[src/rtl/pcd_pkg.sv]
`default_nettype none

package pcd_pkg;

    // Classic Wishbone slave geometry
    localparam int unsigned PCD_ADR_W = 8;
    localparam int unsigned PCD_DAT_W = 32;
    localparam int unsigned PCD_SEL_W = 4;

    // Register byte offsets
    localparam logic [7:0] PCD_OFS_CHIP_CFG = 8'h00;
    localparam logic [7:0] PCD_OFS_PIN_CFG  = 8'h04;
    localparam logic [7:0] PCD_OFS_STATUS   = 8'h08;

    // chip_cfg_reg fields
    localparam int unsigned PCD_RATIO_LSB   = 0;
    localparam int unsigned PCD_RATIO_W     = 3;
    localparam int unsigned PCD_AUDIO_BIT   = 3;
    localparam logic [2:0]  PCD_RATIO_RST   = 3'h0;

    // pin_cfg_reg fields
    localparam int unsigned PCD_NUM_PCI_OUT = 6;
    localparam logic [5:0]  PCD_GATE_RST    = 6'h3F;

    // status register fields
    localparam int unsigned PCD_STAT_GEN_BIT = 3;

    // Divide ratio in half core cycles is base plus ratio_sel[2:1],
    // doubled when ratio_sel[0] is zero
    localparam logic [4:0] PCD_RATIO_BASE = 5'h08;

    // Synchroniser pin slots
    localparam int unsigned PCD_PIN_W      = 7;
    localparam int unsigned PCD_PIN_STRAP1 = 0;
    localparam int unsigned PCD_PIN_STRAP2 = 1;
    localparam int unsigned PCD_PIN_AUDSEL = 2;
    localparam int unsigned PCD_PIN_FB     = 3;
    localparam int unsigned PCD_PIN_SER    = 4;
    localparam int unsigned PCD_PIN_TMR    = 5;
    localparam int unsigned PCD_PIN_SHARED = 6;

    // Cycles after reset release before straps are taken
    localparam logic [2:0] PCD_STRAP_SETTLE = 3'h4;

    typedef struct packed {
        logic                 cyc;
        logic                 stb;
        logic                 we;
        logic [PCD_ADR_W-1:0] adr;
        logic [PCD_SEL_W-1:0] sel;
        logic [PCD_DAT_W-1:0] dat;
    } pcd_wb_req_t;

    typedef struct packed {
        logic                 ack;
        logic [PCD_DAT_W-1:0] dat;
    } pcd_wb_rsp_t;

endpackage

`default_nettype wire

[src/rtl/pcd_clock_ctrl.sv]
// What this block does
// - Ratio low bit zero: divide core clock by 8, 9, 10, 11.
// - Ratio low bit one: divide core clock by 4, 4.5, 5, 5.5.
// - Output rate from captured straps, or from software-written field.
// - Low bit of ratio field resets to zero.
// - Each of six PCI clock outputs has its own enable bit.
// - PCI controller clock comes from the feedback input pin.
// - Internal controller clock follows feedback in frequency and phase.
// - One serial clock input feeds both serial ports.
// - One timer clock input feeds all three timers.
// - Audio bit clock shares gp line 2 pin, strap picks function.
// - Upper two ratio bits load from straps sampled after reset release, once the filter has settled.
//
// The address map and the Wishbone interface to the registers were left to the implementer.
`default_nettype none

module pcd_clock_ctrl
    import pcd_pkg::*;
(
    input  wire logic                       i_sys_clk,
    input  wire logic                       i_rst_n,
    input  wire logic                       i_clk_en,
    input  wire pcd_wb_req_t                i_wb_req,
    output pcd_wb_rsp_t                     o_wb_rsp,
    input  wire logic [1:0]                 i_ratio_strap,
    input  wire logic                       i_audio_strap,
    input  wire logic                       i_pci_clk_feedback_in,
    input  wire logic                       i_serial_ext_clk,
    input  wire logic                       i_timer_ext_clk,
    input  wire logic                       i_shared_clk_pin,
    output logic [PCD_NUM_PCI_OUT-1:0]      o_pci_clk_out,
    output logic                            o_pci_ctrl_internal_clk,
    output logic                            o_serial_port_a_clk,
    output logic                            o_serial_port_b_clk,
    output logic                            o_timer_a_clk,
    output logic                            o_timer_b_clk,
    output logic                            o_timer_c_clk,
    output logic                            o_audio_link_bit_clk,
    output logic                            o_gp_io_line2_in
);

    logic [PCD_PIN_W-1:0]        pins_s;
    logic [2:0]                  settle_q;
    logic                        strap_done_q;
    logic                        audio_mode_q;
    logic [PCD_RATIO_W-1:0]      pci_ratio_sel_q;
    logic [PCD_NUM_PCI_OUT-1:0]  pci_out_gate_en_q;
    pcd_wb_rsp_t                 wb_rsp_q;
    logic                        wb_hit;
    logic                        wr_chip;
    logic                        wr_pin;
    logic [PCD_DAT_W-1:0]        rd_data;

    logic [PCD_RATIO_W-1:0]      ratio_act_q;
    logic                        alt_q;
    logic [3:0]                  cnt_q;
    logic                        gen_q;
    logic [4:0]                  ratio2;
    logic [3:0]                  per_len;
    logic [3:0]                  high_len;
    logic [PCD_NUM_PCI_OUT-1:0]  gate_q;
    logic [PCD_NUM_PCI_OUT-1:0]  pci_out_q;

    logic                        fb_q;
    logic                        ser_a_q;
    logic                        ser_b_q;
    logic                        tmr_a_q;
    logic                        tmr_b_q;
    logic                        tmr_c_q;
    logic                        audio_clk_q;
    logic                        gp_line2_q;

    // Every off-chip level passes the three-stage filter
    pcd_sync3 #(
        .W (PCD_PIN_W)
    ) u_pin_sync (
        .i_clk   (i_sys_clk),
        .i_rst_n (i_rst_n),
        .i_en    (i_clk_en),
        .i_async ({i_shared_clk_pin, i_timer_ext_clk, i_serial_ext_clk,
                   i_pci_clk_feedback_in, i_audio_strap, i_ratio_strap}),
        .o_sync  (pins_s)
    );

    // Straps are taken once the filter has settled after release
    always_ff @(posedge i_sys_clk or negedge i_rst_n) begin
        if (!i_rst_n) begin
            settle_q     <= 3'h0;
            strap_done_q <= 1'b0;
        end else if (i_clk_en && !strap_done_q) begin
            if (settle_q == PCD_STRAP_SETTLE) begin
                strap_done_q <= 1'b1;
            end else begin
                settle_q <= settle_q + 3'h1;
            end
        end
    end

    always_ff @(posedge i_sys_clk or negedge i_rst_n) begin
        if (!i_rst_n) begin
            audio_mode_q <= 1'b0;
        end else if (i_clk_en && !strap_done_q
                     && settle_q == PCD_STRAP_SETTLE) begin
            audio_mode_q <= pins_s[PCD_PIN_AUDSEL];
        end
    end

    // Wishbone classic slave: one wait state, unmapped reads give zero
    assign wb_hit  = i_wb_req.cyc && i_wb_req.stb && !wb_rsp_q.ack;
    assign wr_chip = wb_hit && i_wb_req.we && i_wb_req.sel[0]
                     && i_wb_req.adr == PCD_OFS_CHIP_CFG;
    assign wr_pin  = wb_hit && i_wb_req.we && i_wb_req.sel[0]
                     && i_wb_req.adr == PCD_OFS_PIN_CFG;

    always_comb begin
        rd_data = '0;
        case (i_wb_req.adr)
            PCD_OFS_CHIP_CFG: begin
                rd_data[PCD_RATIO_LSB +: PCD_RATIO_W] = pci_ratio_sel_q;
                rd_data[PCD_AUDIO_BIT]                = audio_mode_q;
            end
            PCD_OFS_PIN_CFG: begin
                rd_data[PCD_NUM_PCI_OUT-1:0] = pci_out_gate_en_q;
            end
            PCD_OFS_STATUS: begin
                rd_data[PCD_RATIO_W-1:0]  = ratio_act_q;
                rd_data[PCD_STAT_GEN_BIT] = gen_q;
            end
            default: begin
                rd_data = '0;
            end
        endcase
    end

    always_ff @(posedge i_sys_clk or negedge i_rst_n) begin
        if (!i_rst_n) begin
            wb_rsp_q <= '0;
        end else if (i_clk_en) begin
            wb_rsp_q.ack <= wb_hit;
            if (wb_hit && !i_wb_req.we) begin
                wb_rsp_q.dat <= rd_data;
            end
        end
    end

    always_ff @(posedge i_sys_clk or negedge i_rst_n) begin
        if (!i_rst_n) begin
            pci_ratio_sel_q <= PCD_RATIO_RST;
        end else if (i_clk_en) begin
            if (wr_chip) begin
                pci_ratio_sel_q <=
                    i_wb_req.dat[PCD_RATIO_LSB +: PCD_RATIO_W];
            end else if (!strap_done_q
                         && settle_q == PCD_STRAP_SETTLE) begin
                pci_ratio_sel_q[2:1] <= pins_s[PCD_PIN_STRAP2:
                                               PCD_PIN_STRAP1];
            end
        end
    end

    always_ff @(posedge i_sys_clk or negedge i_rst_n) begin
        if (!i_rst_n) begin
            pci_out_gate_en_q <= PCD_GATE_RST;
        end else if (i_clk_en && wr_pin) begin
            pci_out_gate_en_q <= i_wb_req.dat[PCD_NUM_PCI_OUT-1:0];
        end
    end

    always_comb begin
        ratio2 = PCD_RATIO_BASE + {3'h0, ratio_act_q[2:1]};
        if (!ratio_act_q[0]) begin
            ratio2 = {ratio2[3:0], 1'b0};
        end
    end

    // odd half-count alternates short and long periods
    always_comb begin
        per_len = ratio2[4:1];
        if (ratio2[0] && alt_q) begin
            per_len = ratio2[4:1] + 4'h1;
        end
        high_len = {1'b0, per_len[3:1]};
    end

    // New ratio is adopted only at a period boundary
    always_ff @(posedge i_sys_clk or negedge i_rst_n) begin
        if (!i_rst_n) begin
            cnt_q       <= 4'h0;
            alt_q       <= 1'b0;
            ratio_act_q <= PCD_RATIO_RST;
            gen_q       <= 1'b0;
        end else if (i_clk_en) begin
            gen_q <= cnt_q < high_len;
            if (cnt_q >= per_len - 4'h1) begin
                cnt_q       <= 4'h0;
                alt_q       <= !alt_q;
                ratio_act_q <= pci_ratio_sel_q;
            end else begin
                cnt_q <= cnt_q + 4'h1;
            end
        end
    end

    // gate moves only while the generated clock is low
    always_ff @(posedge i_sys_clk or negedge i_rst_n) begin
        if (!i_rst_n) begin
            gate_q <= '0;
        end else if (i_clk_en && !gen_q) begin
            gate_q <= pci_out_gate_en_q;
        end
    end

    always_ff @(posedge i_sys_clk or negedge i_rst_n) begin
        if (!i_rst_n) begin
            pci_out_q <= '0;
        end else if (i_clk_en) begin
            pci_out_q <= gate_q & {PCD_NUM_PCI_OUT{gen_q}};
        end
    end

    // controller clock tracks the feedback pin
    // Fixed latency of the filter plus the fb_q register is the only phase offset
    always_ff @(posedge i_sys_clk or negedge i_rst_n) begin
        if (!i_rst_n) begin
            fb_q <= 1'b0;
        end else if (i_clk_en) begin
            fb_q <= pins_s[PCD_PIN_FB];
        end
    end

    always_ff @(posedge i_sys_clk or negedge i_rst_n) begin
        if (!i_rst_n) begin
            ser_a_q <= 1'b0;
            ser_b_q <= 1'b0;
            tmr_a_q <= 1'b0;
            tmr_b_q <= 1'b0;
            tmr_c_q <= 1'b0;
        end else if (i_clk_en) begin
            ser_a_q <= pins_s[PCD_PIN_SER];
            ser_b_q <= pins_s[PCD_PIN_SER];
            tmr_a_q <= pins_s[PCD_PIN_TMR];
            tmr_b_q <= pins_s[PCD_PIN_TMR];
            tmr_c_q <= pins_s[PCD_PIN_TMR];
        end
    end

    // shared pin steered by the captured strap
    always_ff @(posedge i_sys_clk or negedge i_rst_n) begin
        if (!i_rst_n) begin
            audio_clk_q <= 1'b0;
            gp_line2_q  <= 1'b0;
        end else if (i_clk_en) begin
            audio_clk_q <= audio_mode_q && pins_s[PCD_PIN_SHARED];
            gp_line2_q  <= !audio_mode_q && pins_s[PCD_PIN_SHARED];
        end
    end

    assign o_wb_rsp                = wb_rsp_q;
    assign o_pci_clk_out           = pci_out_q;
    assign o_pci_ctrl_internal_clk = fb_q;
    assign o_serial_port_a_clk     = ser_a_q;
    assign o_serial_port_b_clk     = ser_b_q;
    assign o_timer_a_clk           = tmr_a_q;
    assign o_timer_b_clk           = tmr_b_q;
    assign o_timer_c_clk           = tmr_c_q;
    assign o_audio_link_bit_clk    = audio_clk_q;
    assign o_gp_io_line2_in        = gp_line2_q;

    // Helper: rising-edge period measurement of the generated clock
    logic                   gen_prev_q;
    logic                   gen_rise;
    logic [4:0]             per_cnt_q;
    logic [4:0]             last_per_q;
    logic [1:0]             rises_q;
    logic [PCD_RATIO_W-1:0] ratio_at_rise_q;

    assign gen_rise = gen_q && !gen_prev_q;

    always_ff @(posedge i_sys_clk or negedge i_rst_n) begin
        if (!i_rst_n) begin
            gen_prev_q      <= 1'b0;
            per_cnt_q       <= 5'h00;
            last_per_q      <= 5'h00;
            rises_q         <= 2'h0;
            ratio_at_rise_q <= PCD_RATIO_RST;
        end else if (i_clk_en) begin
            gen_prev_q <= gen_q;
            if (gen_rise) begin
                per_cnt_q       <= 5'h01;
                last_per_q      <= per_cnt_q;
                ratio_at_rise_q <= ratio_act_q;
                if (ratio_at_rise_q != ratio_act_q) begin
                    rises_q <= 2'h0;
                end else if (rises_q != 2'h3) begin
                    rises_q <= rises_q + 2'h1;
                end
            end else begin
                per_cnt_q <= per_cnt_q + 5'h01;
            end
        end
    end

    chk_int_period: assert property (@(posedge i_sys_clk)
        disable iff (!i_rst_n)
        (i_clk_en && gen_rise && rises_q == 2'h3 && !ratio2[0]
         && ratio_at_rise_q == ratio_act_q)
        |-> per_cnt_q == {1'b0, ratio2[4:1]})
        else $error("integer divide period wrong");

    // half ratio: two periods sum to twice the ratio
    chk_half_period: assert property (@(posedge i_sys_clk)
        disable iff (!i_rst_n)
        (i_clk_en && gen_rise && rises_q == 2'h3 && ratio2[0]
         && ratio_at_rise_q == ratio_act_q)
        |-> per_cnt_q + last_per_q == ratio2
            && per_cnt_q != last_per_q)
        else $error("half divide periods wrong");

    // strap capture leaves low bit zero
    chk_strap_load: assert property (@(posedge i_sys_clk)
        disable iff (!i_rst_n)
        $rose(strap_done_q) && !$past(wr_chip)
        |-> pci_ratio_sel_q[0] == 1'b0
            && pci_ratio_sel_q[2:1] == $past(pins_s[1:0]))
        else $error("ratio field not loaded from straps");

    // software write replaces the ratio field
    chk_sw_ratio: assert property (@(posedge i_sys_clk)
        disable iff (!i_rst_n)
        (i_clk_en && wr_chip)
        |=> pci_ratio_sel_q == $past(i_wb_req.dat[2:0]))
        else $error("ratio write not taken");

    // gate changes only after a low generated phase
    chk_gate_low_phase: assert property (@(posedge i_sys_clk)
        disable iff (!i_rst_n)
        $changed(gate_q) |-> !$past(gen_q))
        else $error("gate changed during high phase");

    // an output disabled for two cycles stays low
    chk_out_disabled: assert property (@(posedge i_sys_clk)
        disable iff (!i_rst_n)
        (!pci_out_gate_en_q[0] && !gate_q[0]) ##1 !gate_q[0]
        |-> !pci_out_q[0])
        else $error("disabled output toggled");

    // controller clock follows the filtered pin
    chk_fb_follow: assert property (@(posedge i_sys_clk)
        disable iff (!i_rst_n)
        i_clk_en |=> o_pci_ctrl_internal_clk == $past(pins_s[3]))
        else $error("controller clock lost the feedback");

    chk_fanout_equal: assert property (@(posedge i_sys_clk)
        disable iff (!i_rst_n)
        o_serial_port_a_clk == o_serial_port_b_clk
        && o_timer_a_clk == o_timer_b_clk
        && o_timer_b_clk == o_timer_c_clk)
        else $error("shared clock copies differ");

    // shared pin drives only one function
    chk_audio_excl: assert property (@(posedge i_sys_clk)
        disable iff (!i_rst_n)
        !(o_audio_link_bit_clk && o_gp_io_line2_in))
        else $error("shared pin drives both functions");

    chk_wb_ack_once: assert property (@(posedge i_sys_clk)
        disable iff (!i_rst_n)
        (i_clk_en && wb_hit) |=> o_wb_rsp.ack ##1 (!i_clk_en
            || !o_wb_rsp.ack))
        else $error("ack not a single pulse");

endmodule // pcd_clock_ctrl

`default_nettype wire

[src/rtl/pcd_sync3.sv]
`default_nettype none

module pcd_sync3 #(
    parameter int unsigned W = 1
) (
    input  wire logic         i_clk,
    input  wire logic         i_rst_n,
    input  wire logic         i_en,
    input  wire logic [W-1:0] i_async,
    output logic      [W-1:0] o_sync
);

    logic [W-1:0] s1_q;
    logic [W-1:0] s2_q;
    logic [W-1:0] s3_q;
    logic [W-1:0] out_q;

    // First stage is read by the second stage only
    always_ff @(posedge i_clk or negedge i_rst_n) begin
        if (!i_rst_n) begin
            s1_q <= '0;
            s2_q <= '0;
            s3_q <= '0;
        end else if (i_en) begin
            s1_q <= i_async;
            s2_q <= s1_q;
            s3_q <= s2_q;
        end
    end

    // A change counts only once stages two and three agree
    always_ff @(posedge i_clk or negedge i_rst_n) begin
        if (!i_rst_n) begin
            out_q <= '0;
        end else if (i_en) begin
            out_q <= ((s2_q ~^ s3_q) & s3_q) | ((s2_q ^ s3_q) & out_q);
        end
    end

    assign o_sync = out_q;

endmodule // pcd_sync3

`default_nettype wire

[config.mk]
export PLATFORM = sky130hd
export DESIGN_NAME = pcd_clock_ctrl
export DESIGN_NICKNAME = d
export VERILOG_FILES = /design/src/rtl/pcd_pkg.sv /design/src/rtl/pcd_clock_ctrl.sv /design/src/rtl/pcd_sync3.sv
export SDC_FILE = /design/constraint.sdc
export NUM_CORES = 1
export LEC_CHECK = 0
export ABC_CLOCK_PERIOD_IN_PS = 5900
export BUFFER_PORTS_ARGS = -buffer_cell sky130_fd_sc_hd__buf_2
export CAP_MARGIN = 20
export CORE_ASPECT_RATIO = 2
export CORE_UTILIZATION = 57
export CTS_CLUSTER_SIZE = 24
export DETAILED_ROUTE_END_ITERATION = 7
export PLACE_DENSITY = 0.86
export SYNTH_ARGS = -nofsm -noshare
export SYNTH_HDL_FRONTEND = slang
export SYNTH_SLANG_ARGS = --single-unit
[constraint.sdc]
create_clock -name i_sys_clk -period 5.9 [get_ports i_sys_clk]
set_input_delay 0.295 -clock i_sys_clk [delete_from_list [all_inputs] [get_ports i_sys_clk]]
set_output_delay 0.295 -clock i_sys_clk [all_outputs]
set_load 0.05 [all_outputs]
==> results of run 1 <==
## layer usage
layer,vias up,track usage [%]
met5,-,0
met4,0,17.3
met3,37,3.96
met2,93,37.4
met1,1262,26.3
li1,1208,-
## registers in the layout, indices dropped and copies added, names as in the netlist, 3 cells and up
signal,flops
u_pin_sync.s2_q,7
ratio_act_q,3
u_pin_sync.o_sync,7
o_wb_rsp,7
gate_q,6
pci_out_gate_en_q,6
settle_q,3
cnt_q,4
o_pci_clk_out,6
u_pin_sync.s1_q,7
u_pin_sync.s3_q,7
pci_ratio_sel_q,3
## synthesized netlist by cell type (2+ instances only)
library cell and n:
dfrtp_1 69, mux2_2 43, buf_4 29, o21ai_0 21, nand2_1 17, ha_1 16
nand2b_1 15, inv_1 13, nand3_1 13, a22o_1 11, clkbuf_1 9, nor2b_1 7
o211ai_1 7, dfstp_2 6, mux2i_1 5, nor2_1 4, a21oi_1 3, buf_2 3
nand4_1 3, a21o_1 2, a31oi_1 2, buf_1 2, mux2_1 2, nand3b_1 2
nand4_2 2, nor3_1 2, o2111ai_1 2, o21bai_1 2, xnor2_1 2
## cells by family (layout without fill, tap and decap cells)
logic type                 Yosys count  in the layout  share of synthesized area (%)
AOI/OAI and AO/OA                   58             58                           10.4
xor gates and xnor gates             2              2                          0.460
and+or+nand+nor                     73             73                           11.2
muxes                               50             50                           14.6
other                                1             26                         0.0985
buffers and inverters               56             79                           8.48
adders and majority gates           16             16                           5.26
DFF                                 75             75                           49.5
## stage by stage
step	util, %	std cells	power (mW)
CTS	67.2	465	1.90
global placement	62.7	449	1.33
global route	67.2	465	2.01
detailed placement	62.7	449	1.37
finish	67.2	465	1.89
floorplan	-	356	1.25
## report_power, final
group	total, mW	internal [mW]	leakage, nW	switching [mW]
clock network	0.512	0.318	0.143	0.194
registers	0.751	0.624	0.931	0.127
logic	0.625	0.257	0.969	0.368
## final cells by class
| class | instances | area, sq um | share of cell area (%) |
|---|---|---|---|
| Clock buffer | 14 | 274 | 6.41 |
| Inverter | 13 | 48.8 | 1.14 |
| Timing Repair Buffer | 50 | 255 | 5.97 |
| Sequential cell | 75 | 1880 | 44.1 |
| Multi-Input combinational cell | 225 | 1700 | 39.7 |
| Clock inverter | 2 | 10.0 | 0.234 |
| Tap cell | 86 | 108 | 2.52 |
## worst paths after layout
check                                     end  slack [ns]
min in group i_sys_clk     u_pin_sync.s1_q[1]        0.19
max in group asynchronous         settle_q[0]        5.14
setup / recovery                        alt_q        2.49
setup reg to reg                        alt_q        2.49
hold reg to reg                  strap_done_q        0.47
hold / removal             u_pin_sync.s1_q[3]        0.16
==> out/metrics.yaml, run 1 <==
clocking:
  clk_pin_slew_worst_paths_ns: 0.05
  clockBufferDepth: 2
  worst_skew_pair.late_latency_ns: 0.34
  holdBufCountCts: 0
  cts_resized: 0
  htree_levels: 3
  cts_setup_buffers: 0
  cts.sinks: 75
  numCtsBuffers: 9
  cts_tree: "built"
  cts_root_buf: "clkbuf_16"
floorplanning:
  core_area_sq_um: 6360
  die_y_um: 118
  ioPinCount: 104
  die_area_sq_um: 7030
  die_w_um: 59.8
  initial_core_util_pct: 59.9
  row_count: 41
grt:
  grt_pass1_vias: 2628
  grt_max_degree: 78
  antenna_found_initial: 0
  track_usage_pct: 23.3
  grt_pass1_wl_um: 12100
  overflow: 0
synth:
  ys_ff_latch: 75
  ys_types: 46
  synth.top_cell.area_share_pct: 45.3
  ys_warn_count: 0
  synthFlopType: "dfrtp_1"
  yosysSeqAreaShare_pct: 49.5
  ys_top_cells_by_area: "dfrtp_1 (45%), mux2_2 (13%), buf_4 (5.7%)"
  syn_area_per_cell_sq_um: 11.5
  syn_inst: 331
  synth_area_sq_um: 3810
  synthArstFlopShare_pct: 100
  synth-edff-count: 0
  yosysTopAreaCell: "dfrtp_1"
power:
  p_per_area_nw_per_um2: 442
  p_leak_nw: 2.04
  ir_worst_vdd_uv: 361
drt:
  ant_nets: 0
  drt-met1-wl_um: 2680
  viasPerCell: 5.59
  route.met3.wl_um: 253
  wl_per_cell_um: 15.0
  drt_iter0_markers: 56
  finalWirelength_um: 7000
  wl_met2_um: 3650
  num_vias: 2600
  top_layer_used: "met4"
  drc: 0
  drt_first_pass_iters: 4
placement:
  gp_congestion: 0.787
  pre_cts_slack_ns: 2.53
  port_buffers: 48
  post_dp_cell_area_sq_um: 3990
  dpl.hpwl_um: 4750
timing:
  finalCritPeriodShare_pct: 57.8
  hold_viol: 0
  fin_ws_ns: 2.49
  skew_ns: 0.00600
  fmax_ghz: 0.293
  fin_hold_ws_ns: 0.162
  rsz0062_at_grt: "no"
  max_slew.worst_pin.slew_ns: 0.916
  setup_viol: 0
  relSlewSlack_pct: 39.0
  tns_ns: 0
  min_period_ns: 3.41
  drv_slew: 0
cells_and_area:
  nFillCells: 503
  fin_area_sq_um: 4280
  fin_nets: 447
  area_growth_pct: 12.3
  layout_common_cells: "dfrtp_1 (69), buf_2 (48), mux2_2 (43)"
  drive_gt1_share_pct: 31.4
  diodes: 0
  final_common_cell: "dfrtp_1"
worst_hold_path:
  min_path_type: "in2async"
worst_setup_path:
  r2r_cells: 11
  path_cells: "mux2_2 > ha_1 > nor2b_1 > o21ai_0 > o31ai_1 > a21oi_1 > ha_1 > a21o_1 > a21oi_1 > o21ai_0 > or3_1"
  cp.required_ns: 6.11
  cp-start-kind: "register"
  crit_family: "compound AO/OA/AOI/OAI gates"
  critical_path.startpoint: "ratio_act_q[0]"
  end_kind: "register"
  worst-setup-path-type: "reg2reg"
  path_buf_inv: 0
  cp_max_fo: 14
  cp.depth: 11
  cpPeakStageDelay_ns: 0.58
  cp.arrival_ns: 3.62
  reg2reg_from: "ratio_act_q[0]"
  cp_slowest_cell: "dfrtp_1"
job:
  maxCapViolCount: 0
outcome:
  outcome: "completed"
No activity file was read; power rests on OpenSTA's default activity.
==> run 2: changes to the inputs <==
--- a/config.mk
+++ b/config.mk
@@ -5,14 +5,14 @@
 export SDC_FILE = /design/constraint.sdc
 export NUM_CORES = 1
 export LEC_CHECK = 0
-export ABC_CLOCK_PERIOD_IN_PS = 5900
+export ABC_CLOCK_PERIOD_IN_PS = 3300
 export BUFFER_PORTS_ARGS = -buffer_cell sky130_fd_sc_hd__buf_2
 export CAP_MARGIN = 20
 export CORE_ASPECT_RATIO = 2
-export CORE_UTILIZATION = 57
+export CORE_UTILIZATION = 53
 export CTS_CLUSTER_SIZE = 24
 export DETAILED_ROUTE_END_ITERATION = 7
-export PLACE_DENSITY = 0.86
+export PLACE_DENSITY = 0.81
 export SYNTH_ARGS = -nofsm -noshare
 export SYNTH_HDL_FRONTEND = slang
 export SYNTH_SLANG_ARGS = --single-unit
==> constraint.sdc (replaced) <==
create_clock -name i_sys_clk -period 3.3 [get_ports i_sys_clk]
set_input_delay 0.165 -clock i_sys_clk [delete_from_list [all_inputs] [get_ports i_sys_clk]]
set_output_delay 0.165 -clock i_sys_clk [all_outputs]
set_load 0.05 [all_outputs]
==> out/metrics.yaml, run 2 (synthesized netlist as in run 1, its figures left out) <==
drt:
  drc: 0  # unchanged
  finalWirelength_um: 6780  # was 7000 um
  num_vias: 2549  # was 2,600
  wl_per_cell_um: 14.4  # was 15.0 um
  viasPerCell: 5.41  # was 5.59
  ant_nets: 0  # unchanged
  drt_first_pass_iters: 4  # unchanged
  drt_iter0_markers: 109  # was 56
power:
  p_total_mw: 3.51  # was 1.89 mW
  ir_worst_vdd_uv: 604  # was 361 uV
  p_leak_nw: 2.07  # was 2.04 nW
  p_per_area_nw_per_um2: 808  # was 442 nW/um^2
clocking:
  cts_tree: "built"  # unchanged
  clk_pin_slew_worst_paths_ns: 0.06  # was 0.05 ns
  clockBufferDepth: 2  # unchanged
  cts_resized: 0  # unchanged
  holdBufCountCts: 0  # unchanged
  cts_root_buf: "clkbuf_16"  # unchanged
  cts.sinks: 75  # unchanged
  cts_setup_buffers: 0  # unchanged
  worst_skew_pair.late_latency_ns: 0.33  # was 0.34 ns
  htree_levels: 3  # unchanged
  numCtsBuffers: 9  # unchanged
timing:
  fin_hold_ws_ns: -0.0433  # was 0.162 ns
  fmax_ghz: 0.341  # was 0.293 GHz
  tns_ns: 0  # unchanged
  hold_viol: 25  # was 0
  drv_slew: 0  # unchanged
  finalCritPeriodShare_pct: 88.8  # was 57.8%
  skew_ns: 0.00568  # was 0.00600 ns
  max_slew.worst_pin.slew_ns: 0.934  # was 0.916 ns
  rsz0062_at_grt: "no"  # unchanged
  setup_viol: 0  # unchanged
  min_period_ns: 2.93  # was 3.41 ns
  relSlewSlack_pct: 37.7  # was 39.0%
floorplanning:
  die_y_um: 122  # was 118 um
  die_w_um: 61.9  # was 59.8 um
  initial_core_util_pct: 54.9  # was 59.9%
  ioPinCount: 104  # unchanged
  row_count: 43  # was 41
  core_area_sq_um: 6940  # was 6360 sq um
  die_area_sq_um: 7550  # was 7030 sq um
placement:
  dpl.hpwl_um: 4720  # was 4750 um
  gp_congestion: 0.785  # was 0.787
  port_buffers: 48  # unchanged
worst_setup_path:
  cpPeakStageDelay_ns: 0.53  # was 0.58 ns
  cp.arrival_ns: 3.14  # was 3.62 ns
  worst-setup-path-type: "reg2reg"  # unchanged
  path_cells: "mux2_2 > ha_1 > nor2b_1 > o21ai_0 > o31ai_1 > a21oi_1 > ha_1 > a21o_1 > a21oi_1 > buf_4 > o21ai_0 > or3_1"  # was mux2_2 > ha_1 > nor2b_1 > o21ai_0 > o31ai_1 > a21oi_1 > ha_1 > a21o_1 > a21oi_1 > o21ai_0 > or3_1
  cp_max_fo: 13  # was 14
  cp.required_ns: 3.51  # was 6.11 ns
  cp_slowest_cell: "dfrtp_1"  # unchanged
  end_kind: "register"  # unchanged
  cp-start-kind: "register"  # unchanged
cells_and_area:
  area_growth_pct: 13.9  # was 12.3%
  final_common_cell: "dfrtp_1"  # unchanged
  diodes: 0  # unchanged
  drive_gt1_share_pct: 32.3  # was 31.4%
  layout_common_cells: "dfrtp_1 (69), buf_2 (47), mux2_2 (43)"  # was dfrtp_1 (69), buf_2 (48), mux2_2 (43)
  nFillCells: 548  # was 503
  fin_util_pct: 62.5  # was 67.2%
  fin_nets: 449  # was 447
grt:
  grt_pass1_wl_um: 10800  # was 12,100 um
  grt_pass1_vias: 2438  # was 2,628
  overflow: 0  # unchanged
  track_usage_pct: 19.9  # was 23.3%
  antenna_found_initial: 0  # unchanged
  grt_max_degree: 76  # was 78
job:
  maxCapViolCount: 0  # unchanged
worst_hold_path:
  min_path_type: "in2async"  # unchanged
outcome:
  outcome: "finished with violations"  # was completed
  violations: "negative hold slack"
[run 2: cell types whose count changed in the layout (fill, tap and decap cells not counted)]
cell	previous run	this run
buf_4	2	5
clkbuf_1	2	0
buf_2	48	47
bufinv_16	0	1
clkbuf_8	3	4
clkinv_2	2	1
clkinv_4	0	1
[run 2: worst paths after layout]
path / startpoint / end / slack (ns) / cells after the start
max in group asynchronous: i_rst_n / cnt_q[2] / 2.71 / 1
max reg2reg: ratio_act_q[2] / alt_q / 0.37 / 12
max: ratio_act_q[2] / alt_q / 0.37 / 12
min: i_rst_n / cnt_q[3] / -0.04 / 1
min reg2reg: strap_done_q / strap_done_q / 0.48 / 1
min in group i_sys_clk: i_shared_clk_pin / u_pin_sync.s1_q[6] / 0.06 / 2
[run 2: critical path: cells and delay by family (launching register included)]
kind / cells / cell delay, ns
AO/OA/AOI/OAI: 6 / 0.81
adder cells (fa/ha/maj): 2 / 0.59
flip-flops: 1 / 0.53
AND/OR/NAND/NOR: 2 / 0.36
multiplexers: 1 / 0.33
buffers and inverters: 1 / 0.18
[run 2: final cells by class]
type                       count  area (sq um)  share of cell area [%]
clock inverter                 3          43.8                    1.01
timing repair buffer          52           273                    6.29
clock buffer                  13           280                    6.46
inverter                      13          48.8                    1.12
sequential                    75          1880                    43.4
tap                           90           113                    2.60
multi-input combinational    225          1700                    39.1
[run 2: where the power goes]
| group | leakage, nW | internal, mW | switching, mW |
|---|---|---|---|
| combinational | 0.980 | 0.491 | 0.687 |
| sequential | 0.931 | 1.12 | 0.192 |
| clock | 0.162 | 0.667 | 0.353 |
[run 2: routing by layer]
| metal | vias up | routed length (um) | track usage [%] |
|---|---|---|---|
| met2 | 73 | 3750 | 33.4 |
| li1 | 1208 | - | - |
| met4 | 0 | 129 | 13.3 |
| met1 | 1257 | 2680 | 21.6 |
| met5 | - | 0 | 0 |
| met3 | 11 | 216 | 3.40 |
[run 2: stage by stage]
step,instance area (sq um),setup slack [ns],cells
after floorplan,3900,0.188,356
final,4340,0.371,471
after global placement,4010,0.476,455
after detailed placement,4010,0.405,455
after CTS,4340,0.376,471
after global routing,4340,0.153,471
==> run 3: changes to the inputs <==
--- a/config.mk
+++ b/config.mk
@@ -9,10 +9,12 @@
 export BUFFER_PORTS_ARGS = -buffer_cell sky130_fd_sc_hd__buf_2
 export CAP_MARGIN = 20
 export CORE_ASPECT_RATIO = 2
+export CORE_MARGIN = 3
 export CORE_UTILIZATION = 53
 export CTS_CLUSTER_SIZE = 24
 export DETAILED_ROUTE_END_ITERATION = 7
 export PLACE_DENSITY = 0.81
+export SKIP_CTS_REPAIR_TIMING = 1
 export SYNTH_ARGS = -nofsm -noshare
 export SYNTH_HDL_FRONTEND = slang
 export SYNTH_SLANG_ARGS = --single-unit
==> out/metrics.yaml, run 3 (synthesized netlist as in run 1, its figures left out) <==
cells_and_area:
  final_common_cell: "dfrtp_1"  # unchanged
  diodes: 0  # unchanged
  layout_common_cells: "dfrtp_1 (69), buf_2 (47), mux2_2 (43)"  # unchanged
  area_growth_pct: 12.8  # was 13.9%
  fin_nets: 449  # unchanged
  drive_gt1_share_pct: 32.0  # was 32.3%
timing:
  finalCritPeriodShare_pct: 90.2  # was 88.8%
  fmax_ghz: 0.336  # was 0.341 GHz
  setup_viol: 0  # unchanged
  rsz0062_at_grt: "no"  # unchanged
  fin_hold_ws_ns: -0.0224  # was -0.0433 ns
  min_period_ns: 2.98  # was 2.93 ns
  drv_slew: 0  # unchanged
  relSlewSlack_pct: 38.8  # was 37.7%
  max_slew.worst_pin.slew_ns: 0.918  # was 0.934 ns
  hold_viol: 53  # was 25
  skew_ns: 0.00562  # was 0.00568 ns
  tns_ns: 0  # unchanged
outcome:
  outcome: "finished with violations"  # unchanged
  violations: "negative hold slack"  # unchanged
floorplanning:
  die_area_sq_um: 8300  # was 7550 sq um
  die_w_um: 65.9  # was 61.9 um
  die_y_um: 126  # was 122 um
  ioPinCount: 104  # unchanged
  core_area_sq_um: 6940  # unchanged
  initial_core_util_pct: 54.9  # unchanged
  row_count: 43  # unchanged
power:
  p_per_area_nw_per_um2: 788  # was 808 nW/um^2
  p_leak_nw: 2.05  # was 2.07 nW
  ir_worst_vdd_uv: 425  # was 604 uV
drt:
  ant_nets: 0  # unchanged
  finalWirelength_um: 6760  # was 6780 um
  drt_iter0_markers: 152  # was 109
  drt_first_pass_iters: 4  # unchanged
  drc: 0  # unchanged
  num_vias: 2543  # was 2,549
  wl_per_cell_um: 14.4  # about the same
  viasPerCell: 5.40  # was 5.41
worst_setup_path:
  reg2reg_from: "ratio_act_q[2]"  # unchanged
  end_kind: "register"  # unchanged
  r2r_cells: 12  # unchanged
  cp.required_ns: 3.52  # was 3.51 ns
  cp_max_fo: 13  # unchanged
  critical_path.startpoint: "ratio_act_q[2]"  # unchanged
  cp-start-kind: "register"  # unchanged
  r2r-end: "cnt_q[3]"  # was alt_q
  worst-setup-path-type: "reg2reg"  # unchanged
  crit_end: "cnt_q[3]"  # was alt_q
  cp.arrival_ns: 3.20  # was 3.14 ns
  reg2reg_setup_slack_ns: 0.32  # was 0.37 ns
grt:
  antenna_found_initial: 0  # unchanged
  grt_pass1_vias: 2547  # was 2,438
  grt_pass1_wl_um: 11600  # was 10,800 um
  track_usage_pct: 17.8  # was 19.9%
  grt_max_degree: 76  # unchanged
  overflow: 0  # unchanged
clocking:
  clockBufferDepth: 2  # unchanged
  worst_skew_pair.late_latency_ns: 0.33  # about the same
  clk_pin_slew_worst_paths_ns: 0.06  # about the same
  cts_root_buf: "clkbuf_16"  # unchanged
  numCtsBuffers: 9  # unchanged
  cts.sinks: 75  # unchanged
  htree_levels: 3  # unchanged
  cts_tree: "built"  # unchanged
placement:
  port_buffers: 48  # unchanged
  dpl.hpwl_um: 4820  # was 4720 um
  gp_congestion: 0.764  # was 0.785
job:
  maxCapViolCount: 0  # unchanged
worst_hold_path:
  min_path_type: "in2async"  # unchanged
-- run 3: worst min-delay path by stage --
stage | endpoint | slack, ns
floorplan | alt_q | -0.13
global placement | gen_q | 0.35
global route | gen_q | 0.05
finish | gen_q | -0.02
CTS | gen_q | 0.01
detailed placement | gen_q | 0.36
-- run 3: worst max-delay path: stages, from the launching register on --
cell and delay [ns]:
dfrtp_1 0.53, mux2_2 0.34, ha_1 0.33, nor2b_1 0.06, o21ai_0 0.14, o31ai_1 0.10
a21oi_1 0.16, ha_1 0.27, a21o_1 0.19, a21oi_1 0.14, buf_4 0.18, o211ai_1 0.15
o311ai_1 0.29
-- run 3: where the power goes --
part	internal (mW)	total (mW)	leakage, nW	switching, mW
clock network	0.547	0.901	0.135	0.355
registers	1.12	1.31	0.931	0.192
logic	0.490	1.18	0.980	0.686
-- run 3: through the flow --
step           util [%]  cells  power (mW)  setup WS, ns  area (sq um)
5_1_grt            61.9    471        3.62        0.0362          4300
3_5_place_dp       57.8    455        2.50         0.377          4010
3_3_place_gp       57.8    455        2.42         0.461          4010
6_report           61.9    471        3.39         0.322          4300
4_1_cts            61.9    471        3.41         0.345          4300
2_1_floorplan         -    356        2.24         0.188          3900
-- run 3: final cells by class --
class / count / area (sq um)
flip-flops and latches: 75 / 1880
repair buffers: 52 / 273
clock buffers: 12 / 256
multi-input cells: 225 / 1700
clock inverters: 4 / 25.0
well taps: 90 / 113
fillers: 541 / 2650
inverters: 13 / 48.8
-- run 3: routing by layer --
metal / vias up / global-route usage (%) / wire length [um]
li1: 1209 / - / -
met1: 1253 / 20.2 / 2680
met2: 71 / 31.4 / 3630
met3: 10 / 3.84 / 322
met4: 0 / 7.66 / 134
met5: - / 0 / 0
